--- src/include/slcr_defines.vh ---
// Constants for the serial link control register bank
// Notes on behaviour
// - Timestamp enable puts marker on sample LSB
// - Marker latency equals sample path latency
// - Embedded samples keep seven data bits only
// - Advertised control-bit count CS stays zero
// - Enable resets to one; zero holds link reset
// - Disabled link holds multiframe counter in reset
// - Link mode field selects configuration, resets 0x02
// - Only modes allowed by restriction mask accepted
// - Multiframe field holds K minus one, reset 0x1F
// - 64b/66b modes derive K as 256*E/F
// - Writing zero to sync bit requests synchronization
// - Software sync request works for any source select
// - Low selected sync pin requests: pin A at source select 0 or 3, pin B at 1
// - Source select two ignores all sync pins
`ifndef SLCR_DEFINES_VH
`define SLCR_DEFINES_VH
// ----------------------------------------------------------------
// Register offsets
// ----------------------------------------------------------------
`define SLCR_ADDR_LSB_CTRL   12'h160
`define SLCR_ADDR_LINK_EN    12'h200
`define SLCR_ADDR_MODE       12'h201
`define SLCR_ADDR_KM1        12'h202
`define SLCR_ADDR_SYNC_REQ   12'h203
`define SLCR_ADDR_SYNC_SEL   12'h204
`define SLCR_ADDR_STATUS     12'h20F
// ----------------------------------------------------------------
// Reset values
// ----------------------------------------------------------------
`define SLCR_RST_LSB_CTRL    1'h0
`define SLCR_RST_LINK_EN     1'h1
`define SLCR_RST_MODE        8'h02
`define SLCR_RST_KM1         8'h1F
`define SLCR_RST_SYNC_REQ    1'h1
`define SLCR_RST_SYNC_SEL    2'h0
`define SLCR_RST_K           9'h020
// ----------------------------------------------------------------
// Field values
// ----------------------------------------------------------------
`define SLCR_SEL_SOFT_ONLY   2'h2
`define SLCR_SEL_PIN_B       2'h1
`define SLCR_CS_ADVERTISED   2'h0
`define SLCR_K64_NUMER       16'h0100
`endif

--- src/hdl/slcr_sample_path.v ---
// Sample path with optional timestamp marker in the LSB
`timescale 1ns/1ps
module slcr_sample_path #(
  parameter WIDTH   = 8,
  parameter LATENCY = 2
) (
  // Clock and reset
  input  wire             core_clk,
  input  wire             resetn,
  // Control
  input  wire             embedEnable,
  // Data
  input  wire [WIDTH-1:0] sampleIn,
  input  wire             timestampIn,
  output wire [WIDTH-1:0] sampleOut
);
  // Sample and marker share one delay line so they never drift apart
  reg [WIDTH:0] pipe [0:LATENCY-1];
  integer i;

  // ----------------------------------------------------------------
  // Delay line
  // ----------------------------------------------------------------
  // Marker travels beside its own sample
  always @(posedge core_clk or negedge resetn)
  begin
    if (!resetn)
    begin
      for (i = 0; i < LATENCY; i = i + 1)
        pipe[i] <= {(WIDTH+1){1'b0}};
    end
    else
    begin
      pipe[0] <= {timestampIn, sampleIn};
      for (i = 1; i < LATENCY; i = i + 1)
        pipe[i] <= pipe[i-1];
    end
  end

  // Marker replaces the LSB, leaving seven data bits
  assign sampleOut = embedEnable ? {pipe[LATENCY-1][WIDTH-1:1], pipe[LATENCY-1][WIDTH]}
                                 : pipe[LATENCY-1][WIDTH-1:0];
endmodule // slcr_sample_path

--- src/hdl/slcr_mf_counter.v ---
// Local multiframe counter aligned by SYSREF
`timescale 1ns/1ps
module slcr_mf_counter (
  // Clock and reset
  input  wire       core_clk,
  input  wire       resetn,
  // Control
  input  wire       hold,
  input  wire [8:0] kFrames,
  input  wire       sysref,
  // Status
  output reg  [8:0] frameCount
);
  // Held at zero while the link is off so SYSREF cannot realign it
  always @(posedge core_clk or negedge resetn)
  begin
    if (!resetn)
      frameCount <= 9'h000;
    else if (hold)
      frameCount <= 9'h000;
    else if (sysref || frameCount >= kFrames - 9'h001)
      frameCount <= 9'h000;
    else
      frameCount <= frameCount + 9'h001;
  end
endmodule // slcr_mf_counter

--- src/hdl/slcr_regs.v ---
// Serial link control register bank
`timescale 1ns/1ps
`include "slcr_defines.vh"
module slcr_regs #(
  parameter [255:0] MODE_ALLOWED = {256{1'b1}},
  parameter [255:0] MODE_IS_64B  = 256'h0,
  parameter [7:0]   FRAME_E      = 8'h01,
  parameter [7:0]   FRAME_F      = 8'h08,
  parameter         LATENCY      = 2
) (
  // Clock and reset
  input  wire       core_clk,
  input  wire       resetn,
  // Register port
  input  wire [11:0] regAddr,
  input  wire [7:0]  regWdata,
  input  wire        regWrite,
  input  wire        regRead,
  output reg  [7:0]  regRdata,
  // Sample stream
  input  wire [7:0]  sampleIn,
  input  wire        timestampIn,
  output reg  [7:0]  sampleOut,
  // Sync and SYSREF
  input  wire        syncPinA_n,
  input  wire        syncPinB_n,
  input  wire        sysref,
  output reg         syncRequest,
  // Link control outputs
  output reg         linkReset,
  output reg         serializerPowerDown,
  output reg         linkClockGate,
  output reg  [7:0]  activeMode,
  output reg  [8:0]  activeK,
  output reg  [1:0]  advertisedCs,
  output reg  [8:0]  mfCount
);
  // ----------------------------------------------------------------
  // Registers
  // ----------------------------------------------------------------
  reg       timestampEmbedEnable;
  reg       linkEnableBit;
  reg [7:0] linkMode;
  reg [7:0] framesPerMultiframeMinusOne;
  reg       softwareSyncRequest;
  reg [1:0] syncSourceSelect;
  reg       modeRejected;

  wire [7:0] pathOut;
  wire [8:0] counterOut;
  wire       pinSync;
  wire       is64b;
  wire [8:0] kDerived;
  reg  [8:0] next_activeK;

  // Derived K for 64b/66b modes
  function [8:0] calcK64;
    input [7:0] e;
    input [7:0] f;
    reg   [15:0] num;
    reg   [15:0] quo;
    begin
      // Divide at full width; slicing first would lose product values of 512 and up
      num = `SLCR_K64_NUMER * {8'h00, e};
      quo = (f == 8'h00) ? 16'h0000 : num / {8'h00, f};
      calcK64 = quo[8:0];
    end
  endfunction

  assign is64b    = MODE_IS_64B[linkMode];
  assign kDerived = calcK64(FRAME_E, FRAME_F);

  // Register writes; rejected modes keep the previous setting
  always @(posedge core_clk or negedge resetn)
  begin
    if (!resetn)
    begin
      timestampEmbedEnable        <= `SLCR_RST_LSB_CTRL;
      linkEnableBit               <= `SLCR_RST_LINK_EN;
      linkMode                    <= `SLCR_RST_MODE;
      framesPerMultiframeMinusOne <= `SLCR_RST_KM1;
      softwareSyncRequest         <= `SLCR_RST_SYNC_REQ;
      syncSourceSelect            <= `SLCR_RST_SYNC_SEL;
      modeRejected                <= 1'b0;
    end
    else if (regWrite)
    begin
      case (regAddr)
        `SLCR_ADDR_LSB_CTRL: timestampEmbedEnable <= regWdata[0];
        `SLCR_ADDR_LINK_EN:  linkEnableBit <= regWdata[0];
        `SLCR_ADDR_MODE:
        begin
          if (MODE_ALLOWED[regWdata])
          begin
            linkMode     <= regWdata;
            modeRejected <= 1'b0;
          end
          else
            modeRejected <= 1'b1;
        end
        `SLCR_ADDR_KM1:      framesPerMultiframeMinusOne <= regWdata;
        `SLCR_ADDR_SYNC_REQ: softwareSyncRequest <= regWdata[0];
        `SLCR_ADDR_SYNC_SEL: syncSourceSelect <= regWdata[1:0];
        default:             modeRejected <= modeRejected;
      endcase
    end
  end

  // Read data stands one cycle after the strobe; unmapped reads zero
  always @(posedge core_clk or negedge resetn)
  begin
    if (!resetn)
      regRdata <= 8'h00;
    else if (regRead)
    begin
      case (regAddr)
        `SLCR_ADDR_LSB_CTRL: regRdata <= {7'h00, timestampEmbedEnable};
        `SLCR_ADDR_LINK_EN:  regRdata <= {7'h00, linkEnableBit};
        `SLCR_ADDR_MODE:     regRdata <= linkMode;
        `SLCR_ADDR_KM1:      regRdata <= framesPerMultiframeMinusOne;
        `SLCR_ADDR_SYNC_REQ: regRdata <= {7'h00, softwareSyncRequest};
        `SLCR_ADDR_SYNC_SEL: regRdata <= {6'h00, syncSourceSelect};
        `SLCR_ADDR_STATUS:   regRdata <= {6'h00, modeRejected, syncRequest};
        default:             regRdata <= 8'h00;
      endcase
    end
    else
      regRdata <= 8'h00;
  end

  // ----------------------------------------------------------------
  // Link control
  // ----------------------------------------------------------------
  // Pin sync only while a pin source is selected
  assign pinSync = (syncSourceSelect == `SLCR_SEL_SOFT_ONLY) ? 1'b0 :
                   (syncSourceSelect == `SLCR_SEL_PIN_B) ? ~syncPinB_n : ~syncPinA_n;

  always @*
  begin
    next_activeK = is64b ? kDerived : ({1'b0, framesPerMultiframeMinusOne} + 9'h001);
  end

  // Outputs registered; disabled link asserts reset and power-down, drops linkClockGate low and holds the multiframe counter
  always @(posedge core_clk or negedge resetn)
  begin
    if (!resetn)
    begin
      syncRequest         <= 1'b0;
      linkReset           <= 1'b0;
      serializerPowerDown <= 1'b0;
      linkClockGate       <= 1'b1;
      activeMode          <= `SLCR_RST_MODE;
      activeK             <= `SLCR_RST_K;
      advertisedCs        <= `SLCR_CS_ADVERTISED;
      sampleOut           <= 8'h00;
      mfCount             <= 9'h000;
    end
    else
    begin
      syncRequest         <= ~softwareSyncRequest | pinSync;
      linkReset           <= ~linkEnableBit;
      serializerPowerDown <= ~linkEnableBit;
      linkClockGate       <= linkEnableBit;
      activeMode          <= linkMode;
      activeK             <= next_activeK;
      advertisedCs        <= `SLCR_CS_ADVERTISED;
      sampleOut           <= pathOut;
      mfCount             <= counterOut;
    end
  end

  // ----------------------------------------------------------------
  // Submodules
  // ----------------------------------------------------------------
  slcr_sample_path #(
    .WIDTH   (8),
    .LATENCY (LATENCY)
  ) u_path (
    .core_clk    (core_clk),
    .resetn      (resetn),
    .embedEnable (timestampEmbedEnable),
    .sampleIn    (sampleIn),
    .timestampIn (timestampIn),
    .sampleOut   (pathOut)
  );

  slcr_mf_counter u_mfc (
    .core_clk   (core_clk),
    .resetn     (resetn),
    .hold       (~linkEnableBit),
    .kFrames    (next_activeK),
    .sysref     (sysref),
    .frameCount (counterOut)
  );
endmodule // slcr_regs

--- config.mk ---
export PLATFORM = sky130hd
export DESIGN_NAME = slcr_regs
export DESIGN_NICKNAME = d
export VERILOG_FILES = /design/src/hdl/slcr_sample_path.v /design/src/hdl/slcr_mf_counter.v /design/src/hdl/slcr_regs.v
export VERILOG_INCLUDE_DIRS = /design/src /design/src/include
export SDC_FILE = /design/constraint.sdc
export NUM_CORES = 1
export LEC_CHECK = 0
export ABC_AREA = 1
export BUFFER_PORTS_ARGS = -buffer_cell sky130_fd_sc_hd__buf_2
export CAP_MARGIN = 20
export CORE_MARGIN = 2
export CORE_UTILIZATION = 53
export CTS_CLUSTER_DIAMETER = 150
export CTS_CLUSTER_SIZE = 28
export DETAILED_ROUTE_END_ITERATION = 8
export PLACE_DENSITY = 0.82
export SKIP_CTS_REPAIR_TIMING = 1
export SLEW_MARGIN = 10
export SYNTH_ARGS = -nofsm -noshare
export SYNTH_HDL_FRONTEND = slang
export SYNTH_HIERARCHICAL = 1
export SYNTH_SLANG_ARGS = --single-unit
--- constraint.sdc ---
create_clock -name core_clk -period 3.25 [get_ports core_clk]
set_input_delay 0.65 -clock core_clk [delete_from_list [all_inputs] [get_ports core_clk]]
set_output_delay 0.65 -clock core_clk [all_outputs]
set_load 0.03 [all_outputs]
### Yosys cells after proc, flatten, opt, wreduce, memory -nomap -nowiden

Memories as Yosys holds them, arrays and structs flattened.
Index checks and enable logic that the tools add are counted.

* eq/ne operators: 9
* add/subtract/negate cells: 3
* mux-type cells: 11
* order comparisons: 3
* reductions and logical operators: 8
* bitwise logic cells: 5

Operators by type and width (number)
* 12-bit by 10-bit == test with 1-bit output (second input constant): 6
* 8-bit case mux with 7 select lines: 1
* 9-bit two-way mux: 3
* 8-bit by 9-bit less-than comparator with 1-bit output (second input constant): 2
* 12-bit by 9-bit == test with 1-bit output (second input constant): 1
* 2-bit AND reduction: 6
* 8-bit by 1-bit adder with 9-bit output (second input constant): 1
* 9-bit by 1-bit adder with 9-bit output (second input constant): 1
* 9-bit greater-or-equal comparator: 1
* 9-bit by 1-bit subtractor with 9-bit output (second input constant): 1
* 8-bit two-way mux: 1
* 1-bit two-way mux: 6
* 1-bit inverter: 4
* 3-bit AND reduction: 1
* 2-bit by 1-bit == test with 1-bit output (second input constant): 1
* 2-bit == test (second input constant): 1
* 1-bit logical OR: 1
* 1-bit OR: 1

* memories: 2
* input port bits: 36
* bits in read-only memories: 512
* register bits: 94
* output and inout bits: 48
* word-level logic and storage cells: 59

Memories
* (no name shown): depth 256, bits a word 1, rd ports 1, clocked after Yosys merged registers in 0, write ports 0, line slcr_regs.v:93 `if (MODE_ALLOWED[regWdata])`
* (no name shown): depth 256, bits a word 1, rd ports 1, clocked after Yosys merged registers in 0, write ports 0, line slcr_regs.v:70 `assign is64b = MODE_IS_64B[linkMode];`

### Longest topological paths before layout

Gate-level depths: netlist of the first run.

* word-level depth: 8
* depth in mapped cells: 14
* gate-level depth less buffers: 14

### Hierarchy

Netlist of the first run, hierarchy kept.

Modules (own cells, without submodules)
* slcr_regs: sequential area each 1665.3 um2, times used 1, area an instance 2552.4 um2, cells an instance 246
* slcr_mf_counter: sequential area each 225.2 um2, times used 1, area an instance 815.8 um2, cells an instance 112
* slcr_sample_path: sequential area each 450.4 um2, times used 1, area an instance 518.0 um2, cells an instance 29

### Least setup slack after synthesis of the first run

Ideal clock, no wire load.

* path kind: register to register
* start point: register framesPerMultiframeMinusOne[0]
* end point: register u_mfc.frameCount[0]
* stages on the path, launching flop included: 14
* arrival time: 2242 ps
* data required time: 3178 ps
* path slack: 936 ps
* buffers on the path: 0
* clock period less this slack: 2314 ps
* library setup time: 72 ps
* cell sequence: dfstp_2 nand3_1 nor3_1 nand3_1 xor2_1 nor2_1 nand4_1 xor2_1 ha_1 nand2_1 nor2_1 nor2_2 nand2_4 nor2_1

* cells in the longest elaborated chain, start to end: 7

RTL lines
* from (decl): line slcr_regs.v:44 `reg [7:0] framesPerMultiframeMinusOne;`
* from (signal assigned): line slcr_regs.v:81 `` framesPerMultiframeMinusOne <= `SLCR_RST_KM1; ``
* from (signal assigned): line slcr_regs.v:101 `` `SLCR_ADDR_KM1: framesPerMultiframeMinusOne <= regWdata; ``
* 8-bit by 1-bit adder with 9-bit output: line slcr_regs.v:140 `next_activeK = is64b ? kDerived : ({1'b0, framesPerMultiframeMinusOne} + 9'h001);`
* 9-bit two-way mux: line slcr_regs.v:140
* net next_activeK[7]: line slcr_regs.v:54 `reg [8:0] next_activeK;`
* 9-bit by 1-bit subtractor with 9-bit output: line slcr_mf_counter.v:21 `else if (sysref || frameCount >= kFrames - 9'h001)`
* 9-bit greater-or-equal comparator: line slcr_mf_counter.v:21
* 1-bit logical OR: line slcr_mf_counter.v:21
* 9-bit two-way mux: line slcr_mf_counter.v:21
* 9-bit two-way mux: line slcr_mf_counter.v:19 `else if (hold)`
* to (signal assigned): line slcr_mf_counter.v:24 `frameCount <= frameCount + 9'h001;`
* to (decl): line slcr_mf_counter.v:12 `output reg [8:0] frameCount`

The timed path passes the listed nets, and every way through them passes these cells.
A chain may end at the register's enable or synchronous reset.

### Final worst setup path of the first run

* start point: register framesPerMultiframeMinusOne[0]
* end point: register u_mfc.frameCount[5]

The elaborated chain is that of the path after synthesis.

==> reports/qor.yml, run 1 <==
route:
  wirelength_mm: 7.048
  drtAntennaViolNets: 0
  vias: 2721
  drt-initial-drc-count: 87
  wl_per_cell_um: 12.34
  drc: 0
  first_pass_iters: 6
  viasPerCell: 4.765
synthesis:
  avgSynthCellArea_um2: 10.04
  synth_cell_types: 29
  synth.ff_latch_count: 93
  ys_seq_area_share_pct: 60.24
  yosysWarnings: 6
  syn-instance-count: 387
  synthesis.area_mm2: 0.003886
power_and_ir_drop:
  ir_drop_v: 0.0002160
  leakage_nw: 2.314
  cellPowerDensity_mw_per_mm2: 451.4
clock_tree:
  clock_latency_ns: 0.35
  clockBufferDepth: 2
  cts_htree_levels: 3
  cts_tree: "built"
  cts_buffers: 9
  cts-root-buf: "clkbuf_8"
  cts.clk_slew.worst_paths_ns: 0.09
  clock_sinks: 93
finish:
  n_antenna_cell: 0
  final_area_mm2: 0.004538
  final_util_pct: 63.24
  final_net_count: 515
  drive_above_1_share_pct: 29.45
  syn2layout_area_growth_pct: 16.77
global_route:
  grt_usage_pct: 19.26
  grt_pass1_vias: 2659
  grt_overflow_total: 0
  grt_pass1_wl_mm: 11.69
  grt_max_degree: 94
  antenna_found_initial: 0
floorplanning:
  die_area_mm2: 0.008034
  die_h_um: 89.63
  io_pins: 84
  die_w_um: 89.63
  start_util_pct: 54.16
  core_area_mm2: 0.007176
  fp-row-count: 31
placed_design:
  io_buffer_count: 81
  place.gp.congestion: 0.8997
  dpl_worst_slack_ns: 0.6610
  dp_hpwl_mm: 5.180
  place_area_mm2: 0.004312
setup_path:
  rrSetupSlack_ns: 0.62
  cp.arrival_ns: 2.91
  path_cells: "ha_1, nand3_1, nor2_1, nand2_1, xor2_1, nor2_1, nand4_1, xor2_1, ha_1, nand2_1, nor2_1, nor2_2, nand2_4, nor2_1"
  cpMaxStageDelayCell: "dfstp_2"
  cp-end-kind: "flip-flop"
  worstReg2RegStart: "framesPerMultiframeMinusOne[0]"
  crit_top_cell: "nor2_1"
  crit_family: "simple AND/OR/NAND/NOR gates"
  start_kind: "flip-flop"
  cp.required_ns: 3.52
  path_buf_inv: 0
  criticalPathCategory: "flip-flop to flip-flop"
  critPathMaxStageDelay_ns: 0.59
  path_max_fanout: 9
  startpoint: "framesPerMultiframeMinusOne[0]"
timing:
  rsz0062_at_grt: "no"
  setup_ws_ns: 0.6189
  setup_tns_ns: 0
  period_share_pct: 80.96
  min_period_ns: 2.631
  slew_headroom_pct: 65.30
  max_freq_mhz: 380.1
  fin_skew_ns: 0.008439
  hold_viol_final: 0
  setup_viol: 0
  worst_pin_slew_ns: 0.5205
  drv_slew: 0
outcome:
  status: "finished, final reports clean"
run:
  maxCapViolCount: 0
hold_path:
  hold_path_class: "input port to async pin"
-- cell families after synthesis --
group,synth area share [%]
XOR/XNOR,3.606
other,0.09649
flip-flops,60.24
adder cells (fa/ha/maj),3.863
AND/OR/NAND/NOR,19.35
AO/OA/AOI/OAI,5.087
buffers and inverters,7.759
-- metal layers --
metal / global-route usage [%] / up-vias / wire length [µm]
met5: 0 / - / 0
met4: 9.091 / 0 / 169
met3: 3.931 / 16 / 237
met2: 33.16 / 66 / 3613
met1: 23.18 / 1281 / 3027
li1: - / 1358 / -
-- worst paths after layout --
kind	endpoint	depth (start not counted)
min reg2reg	sampleOut[1]	0
max	u_mfc/frameCount[5]	14
min	u_mfc/frameCount[5]	1
max in group asynchronous	linkEnableBit	2
min in group core_clk	sampleOut[1]	0
max reg2reg	u_mfc/frameCount[5]	14
-- stage by stage --
step / power, W / hold slack [ns] / instances
final: 0.002048 / 0.2755 / 571
after global routing: 0.002131 / 0.2994 / 571
after CTS: 0.002060 / 0.3562 / 570
after detailed placement: 0.001308 / 0.3355 / 554
after global placement: 0.001304 / 0.3328 / 554
after floorplan: 0.001255 / 0.3312 / 388
-- registers in the layout, summed over array words and instances (netlist names) --
name	flops
linkClockGate	1
mfCount	9
syncRequest	1
syncSourceSelect	2
linkEnableBit	1
activeMode	8
serializerPowerDown	1
activeK	9
softwareSyncRequest	1
linkMode	8
timestampEmbedEnable	1
regRdata	8
u_path/pipe	18
sampleOut	8
u_mfc/frameCount	9
framesPerMultiframeMinusOne	8
-- synthesized netlist by cell type, drive strengths merged --
master	number	area, µm²
o211ai	1	7.510
nand4	4	25.02
conb	1	3.750
a21oi	4	20.02
nor3	6	40.04
ha	12	150.1
inv	51	191.4
dfstp	11	289.0
buf	14	110.1
nor2	49	203.9
xor2	13	113.9
dfrtp	82	2052
o21a	2	15.01
o21ai	25	155.1
xnor2	3	26.28
nand2	85	349.1
and2	1	8.760
nand3	23	125.1
-- power by group --
part	switching, W	total [W]	internal, W	leakage [nW]
sequential	0.00000608	0.00118	0.00118	1.19
clock	0.000400	0.000761	0.000361	0.0931
combinational	0.0000720	0.000105	0.0000325	1.03
total	0.000478	0.00205	0.00157	2.31
-- placed cells by master, fill, tap and decap left out, types with 5 or more instances in the layout --
cell type	netlist	layout
dfrtp_1	82	82
buf_2	1	80
nand2_1	77	77
inv_1	47	47
nor2_1	43	43
nand3_1	21	21
xor2_1	13	13
ha_1	12	12
dfstp_2	11	11
o21ai_1	9	9
clkbuf_8	0	9
o21ai_0	8	8
o21ai_2	8	8
nand2_2	6	6
nor2_2	5	5
-- layout make-up --
class | count | area [µm²]
Clock buffer | 10 | 127.6
Clock inverter | 6 | 71.32
Fill cell | 592 | 2638
Inverter | 51 | 191.4
Multi-Input combinational cell | 230 | 1247
Sequential cell | 93 | 2341
Tap cell | 99 | 123.9
Timing Repair Buffer | 82 | 435.4
(Power assumes the default switching activity.)
==> inputs of run 2 (changes only) <==
CORE_UTILIZATION = 49   (was 53)
PLACE_DENSITY = 0.8   (was 0.82)
clock period = 2.4 ns   (was 3.25 ns; I/O delays follow)
==> reports/qor.yml, run 2 (same netlist as run 1, synthesis figures left out) <==
global_route:
  grt_pass1_vias: 2781  # was 2,659
  grt_overflow_total: 0  # unchanged
  grt_max_degree: 55  # was 94
  grt_pass1_wl_mm: 12.08  # was 11.69 mm
  antenna_found_initial: 0  # unchanged
  grt_usage_pct: 18.02  # was 19.26%
clock_tree:
  clockBufferDepth: 2  # unchanged
  cts-root-buf: "clkbuf_8"  # unchanged
  cts_tree: "built"  # unchanged
  clock_latency_ns: 0.36  # was 0.35 ns
  clock_sinks: 93  # unchanged
  cts.clk_slew.worst_paths_ns: 0.09  # about the same
  cts_buffers: 9  # unchanged
  cts_htree_levels: 3  # unchanged
setup_path:
  path_buf_inv: 0  # unchanged
  cp-end-kind: "flip-flop"  # unchanged
  crit_family: "simple AND/OR/NAND/NOR gates"  # unchanged
  criticalPathCategory: "flip-flop to flip-flop"  # unchanged
  critPathMaxStageDelay_ns: 0.60  # was 0.59 ns
  cpMaxStageDelayCell: "dfstp_2"  # unchanged
  cp.arrival_ns: 2.86  # was 2.91 ns
  path_max_fanout: 5  # was 9
  path_cells: "ha_4, nand3_4, nor2_4, nand2_4, xor2_4, nor2_1, nand4_1, xor2_1, ha_1, nand2_1, nor2_1, nand2_2, nand2_4, nor2_2"  # was ha_1, nand3_1, nor2_1, nand2_1, xor2_1, nor2_1, nand4_1, xor2_1, ha_1, nand2_1, nor2_1, nor2_2, nand2_4, nor2_1
  cp.required_ns: 2.65  # was 3.52 ns
  start_kind: "flip-flop"  # unchanged
power_and_ir_drop:
  p_comb_share_pct: 5.4  # was 5.1%
  power_switching_w: 0.0006830  # was 0.0004781 W
  leakage_nw: 2.414  # was 2.314 nW
  seqPwrFrac_pct: 58.8  # was 57.7%
  cellPowerDensity_mw_per_mm2: 573.0  # was 451.4 mW/mm²
  total_power_w: 0.002722  # was 0.002048 W
  pwr-share-clk_pct: 35.7  # was 37.2%
  internal_power_w: 0.002039  # was 0.001570 W
  p_sw_share_pct: 25.09  # was 23.34%
  ir_drop_v: 0.0003309  # was 0.0002160 V
timing:
  fin_skew_ns: 0.007392  # was 0.008439 ns
  setup_viol: 9  # was 0
  slew_headroom_pct: 65.97  # was 65.30%
  min_period_ns: 2.610  # was 2.631 ns
  hold_viol_final: 0  # unchanged
  hold_slack_ns: 0.08393  # was 0.2755 ns
  max_freq_mhz: 383.1  # was 380.1 MHz
  setup_tns_ns: -1.720  # was 0 ns
  period_share_pct: 108.8  # was 80.96%
  worst_pin_slew_ns: 0.5105  # was 0.5205 ns
  setup_ws_ns: -0.2103  # was 0.6189 ns
  drv_slew: 0  # unchanged
  rsz0062_at_grt: "yes"  # was no
finish:
  top_register: "u_path/pipe"  # unchanged
  layoutNonFillerInstCount: 588  # was 571
  layout_commonest_cell: "dfrtp_1"  # unchanged
  syn2layout_area_growth_pct: 22.25  # was 16.77%
  final_cell_mix: "dfrtp_1 (82), buf_2 (80), nand2_1 (73)"  # was dfrtp_1 (82), buf_2 (80), nand2_1 (77)
  fillers: 659  # was 592
  n_antenna_cell: 0  # unchanged
  drive_above_1_share_pct: 36.01  # was 29.45%
  largest_reg_flops: 18  # unchanged
  final_net_count: 529  # was 515
route:
  wirelength_mm: 7.548  # was 7.048 mm
  drc: 0  # unchanged
  viasPerCell: 4.726  # was 4.765
  drt-initial-drc-count: 64  # was 87
  first_pass_iters: 4  # was 6
  vias: 2779  # was 2,721
  drtAntennaViolNets: 0  # unchanged
  wl_per_cell_um: 12.84  # was 12.34 µm
placed_design:
  io_buffer_count: 81  # unchanged
  place.gp.congestion: 0.9180  # was 0.8997
  dp_hpwl_mm: 5.416  # was 5.180 mm
  dp_cells: 571  # was 554
run:
  maxCapViolCount: 0  # unchanged
floorplanning:
  start_util_pct: 50.55  # was 54.16%
  die_w_um: 93.06  # was 89.63 µm
  fp-row-count: 32  # was 31
  die_area_mm2: 0.008659  # was 0.008034 mm²
  die_h_um: 93.06  # was 89.63 µm
  io_pins: 84  # unchanged
  core_area_mm2: 0.007687  # was 0.007176 mm²
outcome:
  violations: "setup timing"
  status: "finished, violations left"  # was finished, final reports clean
hold_path:
  hold_path_class: "input port to async pin"  # unchanged
[run 2: cell count changes in the layout (fill, tap and decap cells not counted), sizes merged]
cell      change
buf          +13
bufinv        -1
clkbuf        -1
clkinv        +1
clkinvlp      -2
inv           +3
nand2         +1
[run 2: final timing paths]
kind	from	end	slack, ns	cells past startpoint
worst max-delay path	framesPerMultiframeMinusOne[1]	u_mfc/frameCount[4]	-0.21	14
worst min-delay path	resetn	mfCount[1]	0.08	1
worst max register to register	framesPerMultiframeMinusOne[1]	u_mfc/frameCount[4]	-0.21	14
worst min register to register	u_path/pipe[14]	u_path/pipe[5]	0.36	0
max in group asynchronous	resetn	linkEnableBit	1.63	2
min in group core_clk	timestampIn	u_path/pipe[17]	0.22	1
[run 2: through the flow]
step / utilization (%) / cell area, µm² / worst slack, ns
after floorplan: - / 3890 / 0.08605
after global placement: 57.67 / 4433 / 0.02540
after detailed placement: 57.67 / 4433 / -0.1070
after CTS: 60.11 / 4621 / -0.1281
after global routing: 61.80 / 4751 / -0.3336
final: 61.80 / 4751 / -0.2103
[run 2: layout make-up]
class                           instances  area (µm²)  share of cell area (%)
Multi-Input combinational cell        231        1378                   29.00
Inverter                               51       191.4                   4.030
Clock buffer                            9       123.9                   2.607
Sequential cell                        93        2341                   49.28
Tap cell                              102       127.6                   2.686
Clock inverter                          7       63.81                   1.343
Timing Repair Buffer                   95       525.5                   11.06
[run 2: power groups by stage]
stage          combinational, W  sequential [W]  clock [W]
6_report               0.000148         0.00160   0.000972
3_5_place_dp           0.000144         0.00163          0
5_1_grt                0.000167         0.00160    0.00108
4_1_cts                0.000145         0.00160    0.00100
2_1_floorplan         0.0000496         0.00165          0
3_3_place_gp           0.000140         0.00163          0
[run 2: per-layer routing]
metal | track usage [%] | wire, µm | up-vias
li1 | - | - | 1377
met1 | 21.19 | 3010 | 1303
met2 | 30.13 | 3888 | 72
met3 | 4.512 | 358 | 27
met4 | 10.29 | 290 | 0
met5 | 0 | 0 | -
